<file path="config.mk">
export PLATFORM = sky130hd
export DESIGN_NAME = hbp_host_port
export DESIGN_NICKNAME = d
export VERILOG_FILES = /design/src/hbp_pkg.sv /design/src/hbp_host_port.sv /design/src/hbp_upper_decode.sv
export SDC_FILE = /design/constraint.sdc
export NUM_CORES = 1
export LEC_CHECK = 0
export BUFFER_PORTS_ARGS = -buffer_cell sky130_fd_sc_hd__buf_4
export CAP_MARGIN = 15
export CORE_MARGIN = 2
export CORE_UTILIZATION = 37
export CTS_CLUSTER_DIAMETER = 80
export CTS_CLUSTER_SIZE = 30
export DETAILED_ROUTE_END_ITERATION = 6
export PLACE_DENSITY_LB_ADDON = 0.05
export SYNTH_ARGS = -nofsm -noshare
export SYNTH_HDL_FRONTEND = slang
export SYNTH_HIERARCHICAL = 1
export SYNTH_SLANG_ARGS = --single-unit
</file>
<file path="constraint.sdc">
create_clock -name core_clk -period 2.85 [get_ports core_clk]
set_clock_uncertainty 0.05 [all_clocks]
set_input_delay 0.285 -clock core_clk [delete_from_list [all_inputs] [get_ports core_clk]]
set_output_delay 0.285 -clock core_clk [all_outputs]
set_load 0.01 [all_outputs]
</file>
<file path="src/hbp_pkg.sv">
// Shared constants, states and carriers for the host bus pin interface.
// Assumes one bus clock drives both the pins and the core side.
package hbp_pkg;

  localparam int HBP_AW = 32;
  localparam int HBP_DW = 32;
  localparam int HBP_BEW = 4;
  localparam int HBP_VL_AHI = 22;
  localparam int HBP_VL_ALO = 2;
  localparam int HBP_VL_AW = HBP_VL_AHI - HBP_VL_ALO + 1;

  // Reset values
  localparam logic HBP_MODE_RST = 1'b0;
  localparam logic HBP_OE_OFF = 1'b1;
  localparam logic [31:0] HBP_WORD_RST = 32'h0000_0000;
  localparam logic [3:0] HBP_NIB_RST = 4'h0;

  // Strap encoding: low selects PCI, high selects VL
  localparam logic HBP_STRAP_VL = 1'b1;

  typedef enum logic [1:0] {
    HBP_T_IDLE = 2'b00,
    HBP_T_DATA = 2'b01,
    HBP_T_VL = 2'b10
  } hbp_tgt_state_t;

  typedef enum logic [1:0] {
    HBP_M_IDLE = 2'b00,
    HBP_M_ADDR = 2'b01,
    HBP_M_DATA = 2'b10
  } hbp_mst_state_t;

  // One decoded host access handed to the core
  typedef struct packed {
    logic [31:0] addr;
    logic [31:0] data;
    logic [3:0] cmd;
    logic [3:0] be;
    logic is_addr;
    logic is_mem;
    logic is_reg;
    logic is_write;
  } hbp_cycle_t;

  // One bus-master transfer asked for by the core
  typedef struct packed {
    logic [31:0] addr;
    logic [31:0] data;
    logic [3:0] cmd;
    logic [3:0] be;
  } hbp_dma_req_t;

endpackage

</file>
<file path="src/hbp_host_port.sv">
// Host bus pin interface: PCI target and bus master, or VL target.
// Assumes the bus pins share core_clk; the strap pin is asynchronous.
//
// What this block does
// [RQ1] Strap at power-on selects PCI or VL; shared pins follow that bus.
// [RQ2] PCI transaction: one address phase, then one or more data phases.
// [RQ3] VL host drives word address 22:2; data on separate two-way bus.
// [RQ4] Relocated VL: first low, second high means register or port access.
// [RQ5] Relocated VL: first high, second low means video memory access.
// [RQ6] Relocated VL: both upper-decode inputs equal, no response.
// [RQ7] PCI command lines carry command in address, byte enables in data.
// [RQ8] During own DMA on PCI, device drives command/byte-enable lines.
// [RQ9] Everything on the bus clock; reset returns all to idle.
`timescale 1ns/1ns
module hbp_host_port import hbp_pkg::*; (
  input wire logic core_clk,
  input wire logic rst_b,
  input wire logic bus_mode_strap,
  input wire logic vl_relocated,
  input wire logic [31:0] pci_ad_in,
  output logic [31:0] pci_ad_out_r,
  output logic pci_ad_oe_b_r,
  input wire logic [3:0] pci_cbe_in,
  output logic [3:0] pci_cbe_out_r,
  output logic pci_cbe_oe_b_r,
  input wire logic pci_frame_b,
  input wire logic pci_phase_done_b,
  input wire logic pci_target_sel,
  input wire logic [HBP_VL_AHI:HBP_VL_ALO] vl_word_address_lines,
  input wire logic [31:0] vl_data_lines_in,
  output logic [31:0] vl_data_lines_out_r,
  output logic vl_data_lines_oe_b_r,
  input wire logic [3:0] vl_byte_enable_lines,
  input wire logic upper_decode_first,
  input wire logic upper_decode_second,
  input wire logic vl_addr_strobe_b,
  input wire logic vl_write,
  input wire logic vl_mem_io,
  input wire logic vl_cycle_end_b,
  input wire logic [31:0] core_rdata,
  input wire logic core_rdata_valid,
  input wire logic dma_start,
  input wire hbp_dma_req_t dma_req,
  output logic dma_busy_r,
  output logic dma_done_r,
  output logic vl_mode_r,
  output logic cycle_valid_r,
  output hbp_cycle_t cycle_r
);

  //////////////////////////////////////////////////////////////////////////
  // Strap capture
  logic strap_s1_r;
  logic strap_s2_r;
  logic strap_taken_r;

  // Strap pin is async: two flops first, then taken once after release
  always_ff @(posedge core_clk) begin
    strap_s1_r <= bus_mode_strap;
    strap_s2_r <= strap_s1_r;
  end

  always_ff @(posedge core_clk) begin
    if (!rst_b) begin // see [RQ9]
      strap_taken_r <= 1'b0;
      vl_mode_r <= HBP_MODE_RST;
    end else if (!strap_taken_r) begin
      strap_taken_r <= 1'b1;
      vl_mode_r <= (strap_s2_r == HBP_STRAP_VL); // see [RQ1]
    end
  end

  //////////////////////////////////////////////////////////////////////////
  // Target side state
  hbp_tgt_state_t tgt_r;
  hbp_tgt_state_t tgt_nxt;
  hbp_mst_state_t mst_r;
  hbp_mst_state_t mst_nxt;
  logic [31:0] tgt_addr_r;
  logic vl_read_pend_r;
  logic [3:0] vl_be_r;
  logic vl_wr_r;
  logic dec_hit;
  logic dec_mem;
  logic dec_reg;
  logic pci_ready;
  logic vl_strobe;

  // Modes never mix: PCI logic is held off until the strap is taken
  assign pci_ready = strap_taken_r && !vl_mode_r;
  assign vl_strobe = strap_taken_r && vl_mode_r && !vl_addr_strobe_b && (tgt_r == HBP_T_IDLE);

  hbp_upper_decode u_dec (
    .core_clk(core_clk),
    .rst_b(rst_b),
    .strobe(vl_strobe),
    .relocated(vl_relocated),
    .mem_io(vl_mem_io),
    .upper_decode_first(upper_decode_first),
    .upper_decode_second(upper_decode_second),
    .hit_r(dec_hit),
    .is_mem_r(dec_mem),
    .is_reg_r(dec_reg)
  );

  always_comb begin
    tgt_nxt = tgt_r;
    case (tgt_r)
      HBP_T_IDLE: begin
        if (pci_ready && !pci_frame_b && pci_target_sel && mst_r == HBP_M_IDLE) begin
          tgt_nxt = HBP_T_DATA; // see [RQ2]
        end else if (dec_hit) begin
          tgt_nxt = HBP_T_VL;
        end
      end
      HBP_T_DATA: begin
        if (!pci_phase_done_b && pci_frame_b) begin
          tgt_nxt = HBP_T_IDLE; // see [RQ2]
        end
      end
      HBP_T_VL: begin
        if (!vl_cycle_end_b) begin
          tgt_nxt = HBP_T_IDLE;
        end
      end
      default: tgt_nxt = HBP_T_IDLE;
    endcase
  end

  always_ff @(posedge core_clk) begin
    if (!rst_b) begin // see [RQ9]
      tgt_r <= HBP_T_IDLE;
    end else begin
      tgt_r <= tgt_nxt;
    end
  end

  // VL address and enables held from the strobe until decode lands
  always_ff @(posedge core_clk) begin
    if (!rst_b) begin
      tgt_addr_r <= HBP_WORD_RST;
      vl_be_r <= HBP_NIB_RST;
      vl_wr_r <= 1'b0;
    end else if (vl_strobe) begin
      tgt_addr_r <= {9'h000, vl_word_address_lines, 2'h0}; // see [RQ3]
      vl_be_r <= vl_byte_enable_lines;
      vl_wr_r <= vl_write;
    end
  end

  //////////////////////////////////////////////////////////////////////////
  // Cycles reported to the core
  always_ff @(posedge core_clk) begin
    if (!rst_b) begin // see [RQ9]
      cycle_valid_r <= 1'b0;
      cycle_r <= '0;
    end else begin
      cycle_valid_r <= 1'b0;
      if (tgt_r == HBP_T_IDLE && tgt_nxt == HBP_T_DATA) begin
        cycle_valid_r <= 1'b1;
        cycle_r.addr <= pci_ad_in;
        cycle_r.cmd <= pci_cbe_in; // see [RQ7]
        cycle_r.is_addr <= 1'b1;
        cycle_r.is_write <= pci_cbe_in[0];
        cycle_r.is_mem <= 1'b0;
        cycle_r.is_reg <= 1'b0;
      end else if (tgt_r == HBP_T_DATA && !pci_phase_done_b) begin
        cycle_valid_r <= 1'b1;
        cycle_r.data <= pci_ad_in;
        cycle_r.be <= pci_cbe_in; // see [RQ7]
        cycle_r.is_addr <= 1'b0;
      end else if (tgt_r == HBP_T_IDLE && dec_hit) begin
        // VL write data is sampled here, the cycle after the strobe
        cycle_valid_r <= 1'b1;
        cycle_r.addr <= tgt_addr_r;
        cycle_r.data <= vl_data_lines_in; // see [RQ3]
        cycle_r.be <= vl_be_r;
        cycle_r.cmd <= HBP_NIB_RST;
        cycle_r.is_addr <= 1'b1;
        cycle_r.is_write <= vl_wr_r;
        cycle_r.is_mem <= dec_mem; // see [RQ5]
        cycle_r.is_reg <= dec_reg; // see [RQ4]
      end
    end
  end

  // VL read data held on the bus until the host ends the cycle
  always_ff @(posedge core_clk) begin
    if (!rst_b) begin // see [RQ9]
      vl_data_lines_out_r <= HBP_WORD_RST;
      vl_data_lines_oe_b_r <= HBP_OE_OFF;
      vl_read_pend_r <= 1'b0;
    end else begin
      if (tgt_r == HBP_T_IDLE && dec_hit && !vl_wr_r) begin
        vl_read_pend_r <= 1'b1;
      end else if (tgt_r == HBP_T_VL && vl_read_pend_r && core_rdata_valid) begin
        vl_read_pend_r <= 1'b0;
        vl_data_lines_out_r <= core_rdata;
        vl_data_lines_oe_b_r <= 1'b0; // see [RQ3]
      end
      if (tgt_r == HBP_T_VL && !vl_cycle_end_b) begin
        vl_data_lines_oe_b_r <= HBP_OE_OFF;
        vl_read_pend_r <= 1'b0;
      end
    end
  end

  //////////////////////////////////////////////////////////////////////////
  // Bus-master DMA on PCI
  hbp_dma_req_t dma_hold_r;

  always_comb begin
    mst_nxt = mst_r;
    case (mst_r)
      HBP_M_IDLE: begin
        if (pci_ready && dma_start && tgt_r == HBP_T_IDLE && pci_frame_b) begin
          mst_nxt = HBP_M_ADDR;
        end
      end
      HBP_M_ADDR: mst_nxt = HBP_M_DATA; // see [RQ2]
      HBP_M_DATA: begin
        if (!pci_phase_done_b) begin
          mst_nxt = HBP_M_IDLE;
        end
      end
      default: mst_nxt = HBP_M_IDLE;
    endcase
  end

  always_ff @(posedge core_clk) begin
    if (!rst_b) begin // see [RQ9]
      mst_r <= HBP_M_IDLE;
      dma_hold_r <= '0;
      dma_busy_r <= 1'b0;
      dma_done_r <= 1'b0;
    end else begin
      mst_r <= mst_nxt;
      dma_busy_r <= (mst_nxt != HBP_M_IDLE);
      dma_done_r <= (mst_r == HBP_M_DATA) && (mst_nxt == HBP_M_IDLE);
      if (mst_r == HBP_M_IDLE && mst_nxt == HBP_M_ADDR) begin
        dma_hold_r <= dma_req;
      end
    end
  end

  // Pin drivers follow the next state so they line up with the phase
  always_ff @(posedge core_clk) begin
    if (!rst_b) begin // see [RQ9]
      pci_ad_out_r <= HBP_WORD_RST;
      pci_ad_oe_b_r <= HBP_OE_OFF;
      pci_cbe_out_r <= HBP_NIB_RST;
      pci_cbe_oe_b_r <= HBP_OE_OFF;
    end else begin
      case (mst_nxt)
        HBP_M_ADDR: begin
          pci_ad_out_r <= dma_req.addr;
          pci_cbe_out_r <= dma_req.cmd; // see [RQ7]
          pci_ad_oe_b_r <= 1'b0;
          pci_cbe_oe_b_r <= 1'b0; // see [RQ8]
        end
        HBP_M_DATA: begin
          pci_ad_out_r <= dma_hold_r.data;
          pci_cbe_out_r <= dma_hold_r.be; // see [RQ7]
          pci_ad_oe_b_r <= 1'b0;
          pci_cbe_oe_b_r <= 1'b0; // see [RQ8]
        end
        default: begin
          pci_ad_oe_b_r <= HBP_OE_OFF;
          pci_cbe_oe_b_r <= HBP_OE_OFF;
        end
      endcase
    end
  end

endmodule // hbp_host_port

</file>
<file path="src/hbp_upper_decode.sv">
// Registered VL upper-address decode.
// Assumes pins are synchronous to core_clk and sampled on the strobe cycle.
`timescale 1ns/1ns
module hbp_upper_decode import hbp_pkg::*; (
  input wire logic core_clk,
  input wire logic rst_b,
  input wire logic strobe,
  input wire logic relocated,
  input wire logic mem_io,
  input wire logic upper_decode_first,
  input wire logic upper_decode_second,
  output logic hit_r,
  output logic is_mem_r,
  output logic is_reg_r
);

  //////////////////////////////////////////////////////////////////////////
  function automatic logic [1:0] kind(input logic rel, input logic mio, input logic u1, input logic u2);
    logic [1:0] k;
    k = {mio, ~mio};
    if (rel) begin
      case ({u1, u2})
        2'b01: k = 2'b01; // see [RQ4]
        2'b10: k = 2'b10; // see [RQ5]
        default: k = 2'b00; // see [RQ6]
      endcase
    end
    return k;
  endfunction

  //////////////////////////////////////////////////////////////////////////
  always_ff @(posedge core_clk) begin
    if (!rst_b) begin // see [RQ9]
      hit_r <= 1'b0;
      is_mem_r <= 1'b0;
      is_reg_r <= 1'b0;
    end else begin
      hit_r <= strobe && (kind(relocated, mem_io, upper_decode_first, upper_decode_second) != 2'b00);
      {is_mem_r, is_reg_r} <= kind(relocated, mem_io, upper_decode_first, upper_decode_second);
    end
  end

endmodule // hbp_upper_decode

</file>
Word level (Yosys, flattened, before mapping)
Index checks and enable logic that the tools add are counted.

cells by class
  equality and inequality tests = 10
  muxes and demuxes = 29
  bitwise gates (word level) = 5
  reductions and logical operators = 44

operator list
  cell                                                 number
  2-to-1 mux 32 bit                                    3
  2-to-1 mux 76 bit                                    1
  one-hot mux 32 bit (2 select lines)                  1
  logical AND 1 bit                                    21
  2-to-1 mux 2 bit                                     8
  2-to-1 mux 4 bit                                     3
  one-hot mux 2 bit (3 select lines)                   2
  nonzero test 2 bit                                   6
  equality test 2 x 1 -> 1 bit, second input constant  5
  equality test 2 bit, second input constant           4
  one-hot mux 4 bit (2 select lines)                   1
  AND reduction 2 bit                                  4
  2-to-1 mux 1 bit                                     7
  zero test 1 bit                                      6
  zero test 2 bit                                      3
  OR reduction 2 bit                                   3
  2-to-1 mux 5 bit                                     1
  NOT 1 bit                                            5
  one-hot mux 2 bit (2 select lines)                   1
  2-to-1 mux 3 bit                                     1
  nonzero test 3 bit                                   1
  inequality test 2 bit, second input constant         1

word-level totals
  bits in registers = 223
  input bits = 212
  output and inout port bits = 151
  word-level logic and storage cells = 119

Depth between registers and ports, before layout
Gate-level depths: netlist of the first run.

  depth in word-level cells = 11
  mapped depth = 11
  mapped depth without buffers = 8

Modules after synthesis
Netlist of the first run, hierarchy kept.

by module, submodules not included
  module            times used  cells each  area each (sq um)  sequential area each (sq um)
  hbp_host_port     1           951         9053.7             4404.2
  hbp_upper_decode  1           11          117.6              60.1

Worst setup path before layout of the first run
Ideal clock, no wire load.

  kind = reg2reg
  start = register vl_mode_r
  end = register pci_ad_out_r[31]
  setup time = 116 ps
  arrival = 2344 ps
  data required time = 2684 ps
  setup slack = 340 ps
  stages on the path, launching flop included = 11
  path buffers = 4
  period minus slack after synthesis = 2510 ps
  cell sequence = dfxtp_1 or3_1 buf_6 clkbuf_1 nor3_1 inv_1 ha_1 clkbuf_1 clkbuf_1 nand2_1 o211a_1

between the ends
  cells in the longest elaborated chain, start to end = 9
  elaborated cells on any way between the ends = 11
  those cells by class = eq/ne (2); mux (3); reduce/logical (6)

RTL lines
  item                                                                              line                  text
  from (decl)                                                                       hbp_host_port.sv:46   output logic vl_mode_r,
  from (signal assigned)                                                            hbp_host_port.sv:69   vl_mode_r <= (strap_s2_r == HBP_STRAP_VL);
  zero test 1 bit (*)                                                               hbp_host_port.sv:90   assign pci_ready = strap_taken_r && !vl_mode_r;
  logical AND 1 bit (*)                                                             hbp_host_port.sv:90
  logical AND 1 bit (*) (3 in series)                                               hbp_host_port.sv:216  if (pci_ready && dma_start && tgt_r == HBP_T_IDLE && pci_frame_b) begin
  2-to-1 mux 2 bit (*)                                                              hbp_host_port.sv:216
  one-hot mux 2 bit (3 select lines) (*)                                            hbp_host_port.sv:214  case (mst_r)
  named net mst_nxt[0]                                                              hbp_host_port.sv:78   hbp_mst_state_t mst_nxt;
  equality test 2 bit / equality test 2 x 1 -> 1 bit (equally long branches)        hbp_host_port.sv:254  case (mst_nxt)
  one-hot mux 32 bit (2 select lines) / nonzero test 2 bit (equally long branches)  --
  to (signal assigned)                                                              hbp_host_port.sv:256  pci_ad_out_r <= dma_req.addr;
  to (signal assigned)                                                              hbp_host_port.sv:262  pci_ad_out_r <= dma_hold_r.data;
  to (decl)                                                                         hbp_host_port.sv:21   output logic [31:0] pci_ad_out_r,

The timed path passes the listed nets; every way through them passes the cells marked *.
A chain may end at the register's enable or synchronous reset.

Worst setup path in the final report of the first run
  start = register tgt_r[0]
  end = register pci_ad_out_r[13]

between the ends
  cells in the longest elaborated chain, start to end = 7
  elaborated cells on any way between the ends = 9
  those cells by class = eq/ne (2); mux (3); reduce/logical (4)

RTL lines
  item                                                                              line                  text
  from (decl)                                                                       hbp_host_port.sv:75   hbp_tgt_state_t tgt_r;
  from (signal assigned)                                                            hbp_host_port.sv:134  tgt_r <= tgt_nxt;
  zero test 2 bit (*)                                                               hbp_host_port.sv:216
  logical AND 1 bit (*) (2 in series)                                               hbp_host_port.sv:216
  2-to-1 mux 2 bit (*)                                                              hbp_host_port.sv:216
  one-hot mux 2 bit (3 select lines) (*)                                            hbp_host_port.sv:214
  named net mst_nxt[0]                                                              hbp_host_port.sv:78
  equality test 2 bit / equality test 2 x 1 -> 1 bit (equally long branches)        hbp_host_port.sv:254
  one-hot mux 32 bit (2 select lines) / nonzero test 2 bit (equally long branches)  --

Marked as above.

==> results of run 1 <==
-- stage by stage --
step	power, W	cells
2_1_floorplan	0.003755	962
3_3_place_gp	0.004252	1579
3_5_place_dp	0.004258	1579
4_1_cts	0.006516	1690
5_1_grt	0.006711	1690
6_report	0.006419	1690
-- registers in the layout, summed over array words and instances, names as in the netlist --
signal,flops
cycle_r,76
dma_hold_r,36
pci_ad_out_r,32
vl_data_lines_out_r,32
tgt_addr_r,21
pci_cbe_out_r,4
vl_be_r,4
mst_r,2
tgt_r,2
cycle_valid_r,1
dma_busy_r,1
dma_done_r,1
pci_cbe_oe_b_r,1
strap_s1_r,1
strap_s2_r,1
strap_taken_r,1
u_dec/hit_r,1
u_dec/is_mem_r,1
u_dec/is_reg_r,1
vl_data_lines_oe_b_r,1
vl_mode_r,1
vl_read_pend_r,1
vl_wr_r,1
-- layer usage --
layer	vias up	share of wire	GRT usage
li1	4197	-	-
met1	3956	0.43	0.2657
met2	255	0.48	0.3673
met3	41	0.069	0.05213
met4	0	0.025	0.05601
met5	-	0	0
-- worst max-delay path, stage by stage (launching register included) --
cell     delay [ns]
dfxtp_1        0.43
nor2_1         0.29
nand2_1        0.09
nor3_1         0.39
inv_1          0.12
ha_2           0.62
buf_12         0.23
nand2_1        0.07
o211a_1        0.11
-- cell type report --
class | count | area (µm²) | share of cell area
Clock buffer | 13 | 325.3 | 0.02418
Clock inverter | 8 | 101.3 | 0.007534
Inverter | 28 | 105.1 | 0.007813
Tap cell | 324 | 405.4 | 0.03014
Multi-Input combinational cell | 619 | 4205 | 0.3126
Sequential cell | 223 | 4464 | 0.3319
Timing Repair Buffer | 475 | 3845 | 0.2858
-- placed cells by master (no fill, tap or decap), types with 4 or more instances in the layout --
cell / count
a31oi_1: 22
o21ai_0: 40
clkbuf_16: 13
mux2i_1: 66
a32o_1: 15
nor3_1: 23
nor2b_1: 32
buf_12: 4
a21boi_0: 69
dfxtp_1: 223
dlygate4sd3_1: 90
buf_4: 380
nand2_1: 182
inv_1: 28
a22oi_1: 33
o221a_2: 22
o211a_1: 73
-- where the power goes --
group	leakage [nW]	internal, W	total (W)	switching [W]
Sequential	1.81	0.00324	0.00331	0.0000708
Clock	0.203	0.000980	0.00213	0.00115
Combinational	4.24	0.000560	0.000975	0.000414
Total	6.25	0.00478	0.00642	0.00164
-- worst max-delay path by stage --
stage	slack, ns	to	from	cells past startpoint
after floorplan	0.34	pci_ad_out_r[31]$_SDFFE_PN0N_	vl_mode_r$_SDFFE_PN0N_	10
after global placement	0.45	pci_ad_out_r[16]$_SDFFE_PN0N_	tgt_r[0]$_SDFF_PN0_	8
after detailed placement	0.37	pci_ad_out_r[21]$_SDFFE_PN0N_	tgt_r[0]$_SDFF_PN0_	8
final	0.34	pci_ad_out_r[13]$_SDFFE_PN0N_	tgt_r[0]$_SDFF_PN0_	8
after CTS	0.34	pci_ad_out_r[13]$_SDFFE_PN0N_	tgt_r[0]$_SDFF_PN0_	8
after global routing	0.08	pci_ad_out_r[13]$_SDFFE_PN0N_	tgt_r[0]$_SDFF_PN0_	8
-- cell families (layout without fill, tap and decap cells) --
group	count (synthesis)	count (layout)	synth area share
AO/OA/AOI/OAI	286	286	0.2524
adder cells (fa/ha/maj)	3	3	0.004093
flip-flops	223	223	0.4868
multiplexers	66	66	0.07203
AND/OR/NAND/NOR	264	264	0.1282
buffers and inverters	120	524	0.05648
-- what timing repair did --
action / CTS / global route
hold endpoints to repair: 90 / 0
resized for setup: 0 / 0
hold buffers: 90 / 0
==> reports/results.tsv, run 1 <==
metric	value	unit
reg2reg_from	tgt_r[0]$_SDFF_PN0_	
crit_type	reg2reg	
grt_max_degree	137	
relSlewSlack	0.4893	
fp.dieH	161.4	µm
grt_usage	0.2128	
syn_area	0.009171	mm²
viasPerCell	4.999	
min_to	dma_hold_r[0]$_SDFFE_PN0P_	
synth.yosys.seq_area_share	0.4868	
cap_violations	0	
grt_pass1_wl	45170	µm
finalHoldViolations	0	
fillers	2292	
antenna_left	0	
dr.first_iter.drc_count	540	
remaining_drc_errors	0	
rr_worst_depth	8	
ios	363	
final_cell_area	0.01345	mm²
power_density	477.2	mW/mm²
cts_tree	done	
synthToLayoutAreaGrowth	46.67	%
die_area	0.02606	mm²
drt-wirelength-per-cell	17.18	µm
period_minus_slack	2.507	ns
worst_slew_pin_slew	0.7660	ns
setup-violations-final	0	
hold_path.class	in2reg	
place_congestion	0.8211	
final_util	0.5531	
synth_warnings	6	
cts_setup_buffers	0	
synth_edf_count	0	
yosys.area.top_type	dfxtp_1	
dpl_cell_area	0.01212	mm²
diodes	0	
hold_start	dma_req[0]	
initial_core_util	0.3771	
antenna_found_initial	0	
h-tree-depth	1	
wirelength	29030	µm
root_buffer	clkbuf_16	
status	completed	
synthTopCellsByArea	dfxtp_1 49%, o211a_1 8.0%, nand2_1 7.4%	
r2r_setup_slack	0.34	ns
worstSetupStartpointType	flip-flop	
slew_viol_final	0	
p_leak	6.249	nW
netlist.area_leader.share	0.4868	
postSynthAreaPerCell	9.534	µm²
clock_path_buffers	3	
syn_nets	1177	
ys_types	42	
chipWidth	161.4	µm
totalNegativeSetupSlack	0	ns
max_clock_freq	398.9	MHz
irDropWorstVdd	0.3619	mV
rsz0062_at_grt	no	
vias	8449	
clk_latency	0.48	ns
firstDrtPassIters	5	
clk_pin_slew	0.10	ns
cp_data_arrival_time	2.83	ns
synthesis.instances	962	
post-synth-top-count-cell	dfxtp_1	
grt-ovfl-total	0	
ys_ff_latch	223	
dp_hpwl	19650	µm
whs	0.01686	ns
hold-path-cell-count	3	
core.rowCount	57	
netlist_top_cells_count	223 x dfxtp_1, 182 x nand2_1, 73 x o211a_1	
io_buffers	362	
clock_sinks	223	
pre_cts_ws	0.3704	ns
core_area	0.02432	mm²
drive_above_1_share	0.3170	
cts_made_buffers	13	
fin_crit_sh	0.8796	
setup_ws	0.3431	ns
final_net_count	1575	
grt_pass1_vias	8331	
synthArstFlopShare	0	
cp-end-kind	flip-flop	
cp.required	3.18	ns
r2r_end	pci_ad_out_r[13]$_SDFFE_PN0N_	
cp_max_fo	31	
ys.flop_type	dfxtp_1	
Note: power is estimated with default switching activity, not from simulation.
==> inputs of run 2 (changes only) <==
--- a/config.mk
+++ b/config.mk
@@ -12,6 +12,7 @@
 export CTS_CLUSTER_DIAMETER = 80
 export CTS_CLUSTER_SIZE = 30
 export DETAILED_ROUTE_END_ITERATION = 6
+export HOLD_SLACK_MARGIN = 0.1
 export PLACE_DENSITY_LB_ADDON = 0.05
 export SYNTH_ARGS = -nofsm -noshare
 export SYNTH_HDL_FRONTEND = slang
==> reports/results.tsv, run 2 (synthesis results as in run 1) <==
metric	value	unit
viasPerCell	5.010	
final_net_count	1648	
cp.required	3.18	ns
power_frac_comb	0.163	
cp_max_fo	31	
layout_commonest_cell	buf_4	
reg2reg_from	tgt_r[0]$_SDFF_PN0_	
grt_pass1_wl	46730	µm
crit_family	simple AND/OR/NAND/NOR gates	
drt-wirelength-per-cell	17.03	µm
ios	363	
r2r_setup_slack	0.34	ns
regMostFlops	cycle_r	
slew_viol_final	0	
diodes	0	
root_buffer	clkbuf_16	
setup-violations-final	0	
core_area	0.02432	mm²
cts_setup_buffers	0	
cp_common_cell	nand2_1	
worst_slew_pin_slew	0.7412	ns
worstSetupStartpointType	flip-flop	
top_regs	cycle_r x76, dma_hold_r x36	
cts_made_buffers	13	
relSlewSlack	0.5058	
final_util	0.5832	
place_congestion	0.8211	
p_clk_frac	0.328	
p_seq_frac	0.509	
layout_common_cells	380 x buf_4, 223 x dfxtp_1, 182 x nand2_1, 163 x dlygate4sd3_1, 73 x o211a_1	
fin_crit_sh	0.8800	
swShare	0.2555	
grt_max_degree	137	
clock_sinks	223	
totalNegativeSetupSlack	0	ns
cts_tree	done	
h-tree-depth	1	
largest_reg_flops	76	
grt_usage	0.2190	
remaining_drc_errors	0	
finalPower	0.006509	W
startpoint	tgt_r[0]$_SDFF_PN0_	
firstDrtPassIters	6	
cap_violations	0	
critPathSlowestCell	ha_2	
clk_latency	0.48	ns
grt_pass1_vias	8805	
io_buffers	362	
synthToLayoutAreaGrowth	54.64	%
period_minus_slack	2.508	ns
antenna_left	0	
chipWidth	161.4	µm
die_area	0.02606	mm²
grt-ovfl-total	0	
finalHoldViolations	0	
p_leak	6.556	nW
power.switching	0.001663	W
dr.first_iter.drc_count	488	
rr_worst_depth	8	
cp_data_arrival_time	2.83	ns
power_density	459.0	mW/mm²
drive_above_1_share	0.3009	
dp_hpwl	19650	µm
crit_chain	nor2_1 > nand2_1 > nor3_1 > inv_1 > ha_2 > buf_12 > nand2_1 > o211a_1	
cp-end-kind	flip-flop	
wirelength	30020	µm
critPathMaxStageDelay	0.62	ns
path_depth	8	
max_clock_freq	398.7	MHz
hold_path.class	in2reg	
crit_type	reg2reg	
status	completed	
rsz0062_at_grt	no	
ctsResizeCount	0	
r2r_end	pci_ad_out_r[13]$_SDFFE_PN0N_	
p_int	0.004846	W
core.rowCount	57	
critPathCapture	pci_ad_out_r[13]$_SDFFE_PN0N_	
hold_buffers	163	
clock_path_buffers	3	
irDropWorstVdd	0.3575	mV
fp.dieH	161.4	µm
clk_pin_slew	0.10	ns
antenna_found_initial	0	
initial_core_util	0.3771	
vias	8833	
cp.buffers_inverters	2	
## run 2: cell count changes in the layout (fill, tap and decap cells not counted)
cell	delta
dlygate4sd3_1	+73
## run 2: power groups by stage
stage	logic, W	clock network (W)	registers (W)
2_1_floorplan	0.000342	0	0.00341
3_3_place_gp	0.000871	0	0.00338
3_5_place_dp	0.000876	0	0.00338
4_1_cts	0.00106	0.00222	0.00331
5_1_grt	0.00115	0.00233	0.00333
6_report	0.00106	0.00214	0.00331
## run 2: worst min path at each step
| stage | cells after the start | startpoint | endpoint | slack (ns) |
|---|---|---|---|---|
| detailed placement | 0 | strap_s1_r$_DFF_P_ | strap_s2_r$_DFF_P_ | 0.27 |
| global route | 4 | vl_data_lines_in[8] | cycle_r[20]$_SDFFE_PN0P_ | 0.11 |
| CTS | 4 | vl_data_lines_in[16] | cycle_r[28]$_SDFFE_PN0P_ | 0.10 |
| global placement | 0 | strap_s1_r$_DFF_P_ | strap_s2_r$_DFF_P_ | 0.26 |
| floorplan | 0 | strap_s1_r$_DFF_P_ | strap_s2_r$_DFF_P_ | 0.26 |
| finish | 4 | dma_req[71] | pci_ad_out_r[31]$_SDFFE_PN0N_ | 0.11 |
## run 2: per-stage QoR
stage	cell area, µm²	cells	worst slack (ns)	hold slack, ns
2_1_floorplan	9171	962	0.3400	0.2596
3_3_place_gp	12120	1579	0.4473	0.2611
3_5_place_dp	12120	1579	0.3704	0.2661
4_1_cts	14180	1763	0.3445	0.1012
5_1_grt	14180	1763	0.08568	0.1121
6_report	14180	1763	0.3420	0.1145
## run 2: tightest hold or removal path, cell delays in order
cell     delay, ns
buf_4         0.08
mux2i_1       0.05
nand2_1       0.06
o211a_1       0.14
## run 2: metal layers
metal	part of all wire	wire length, µm	global-route usage
met4	0.026	766	0.06006
met1	0.42	12690	0.2710
met3	0.065	1939	0.04622
met5	0	0	0
met2	0.49	14620	0.3854
## run 2: layout make-up
class,count,area (µm²)
Clock buffer,13,325.3
Timing Repair Buffer,548,4576
Fill cell,2199,10140
Inverter,28,105.1
Clock inverter,8,101.3
Multi-Input combinational cell,619,4205
Sequential cell,223,4464
Tap cell,324,405.4
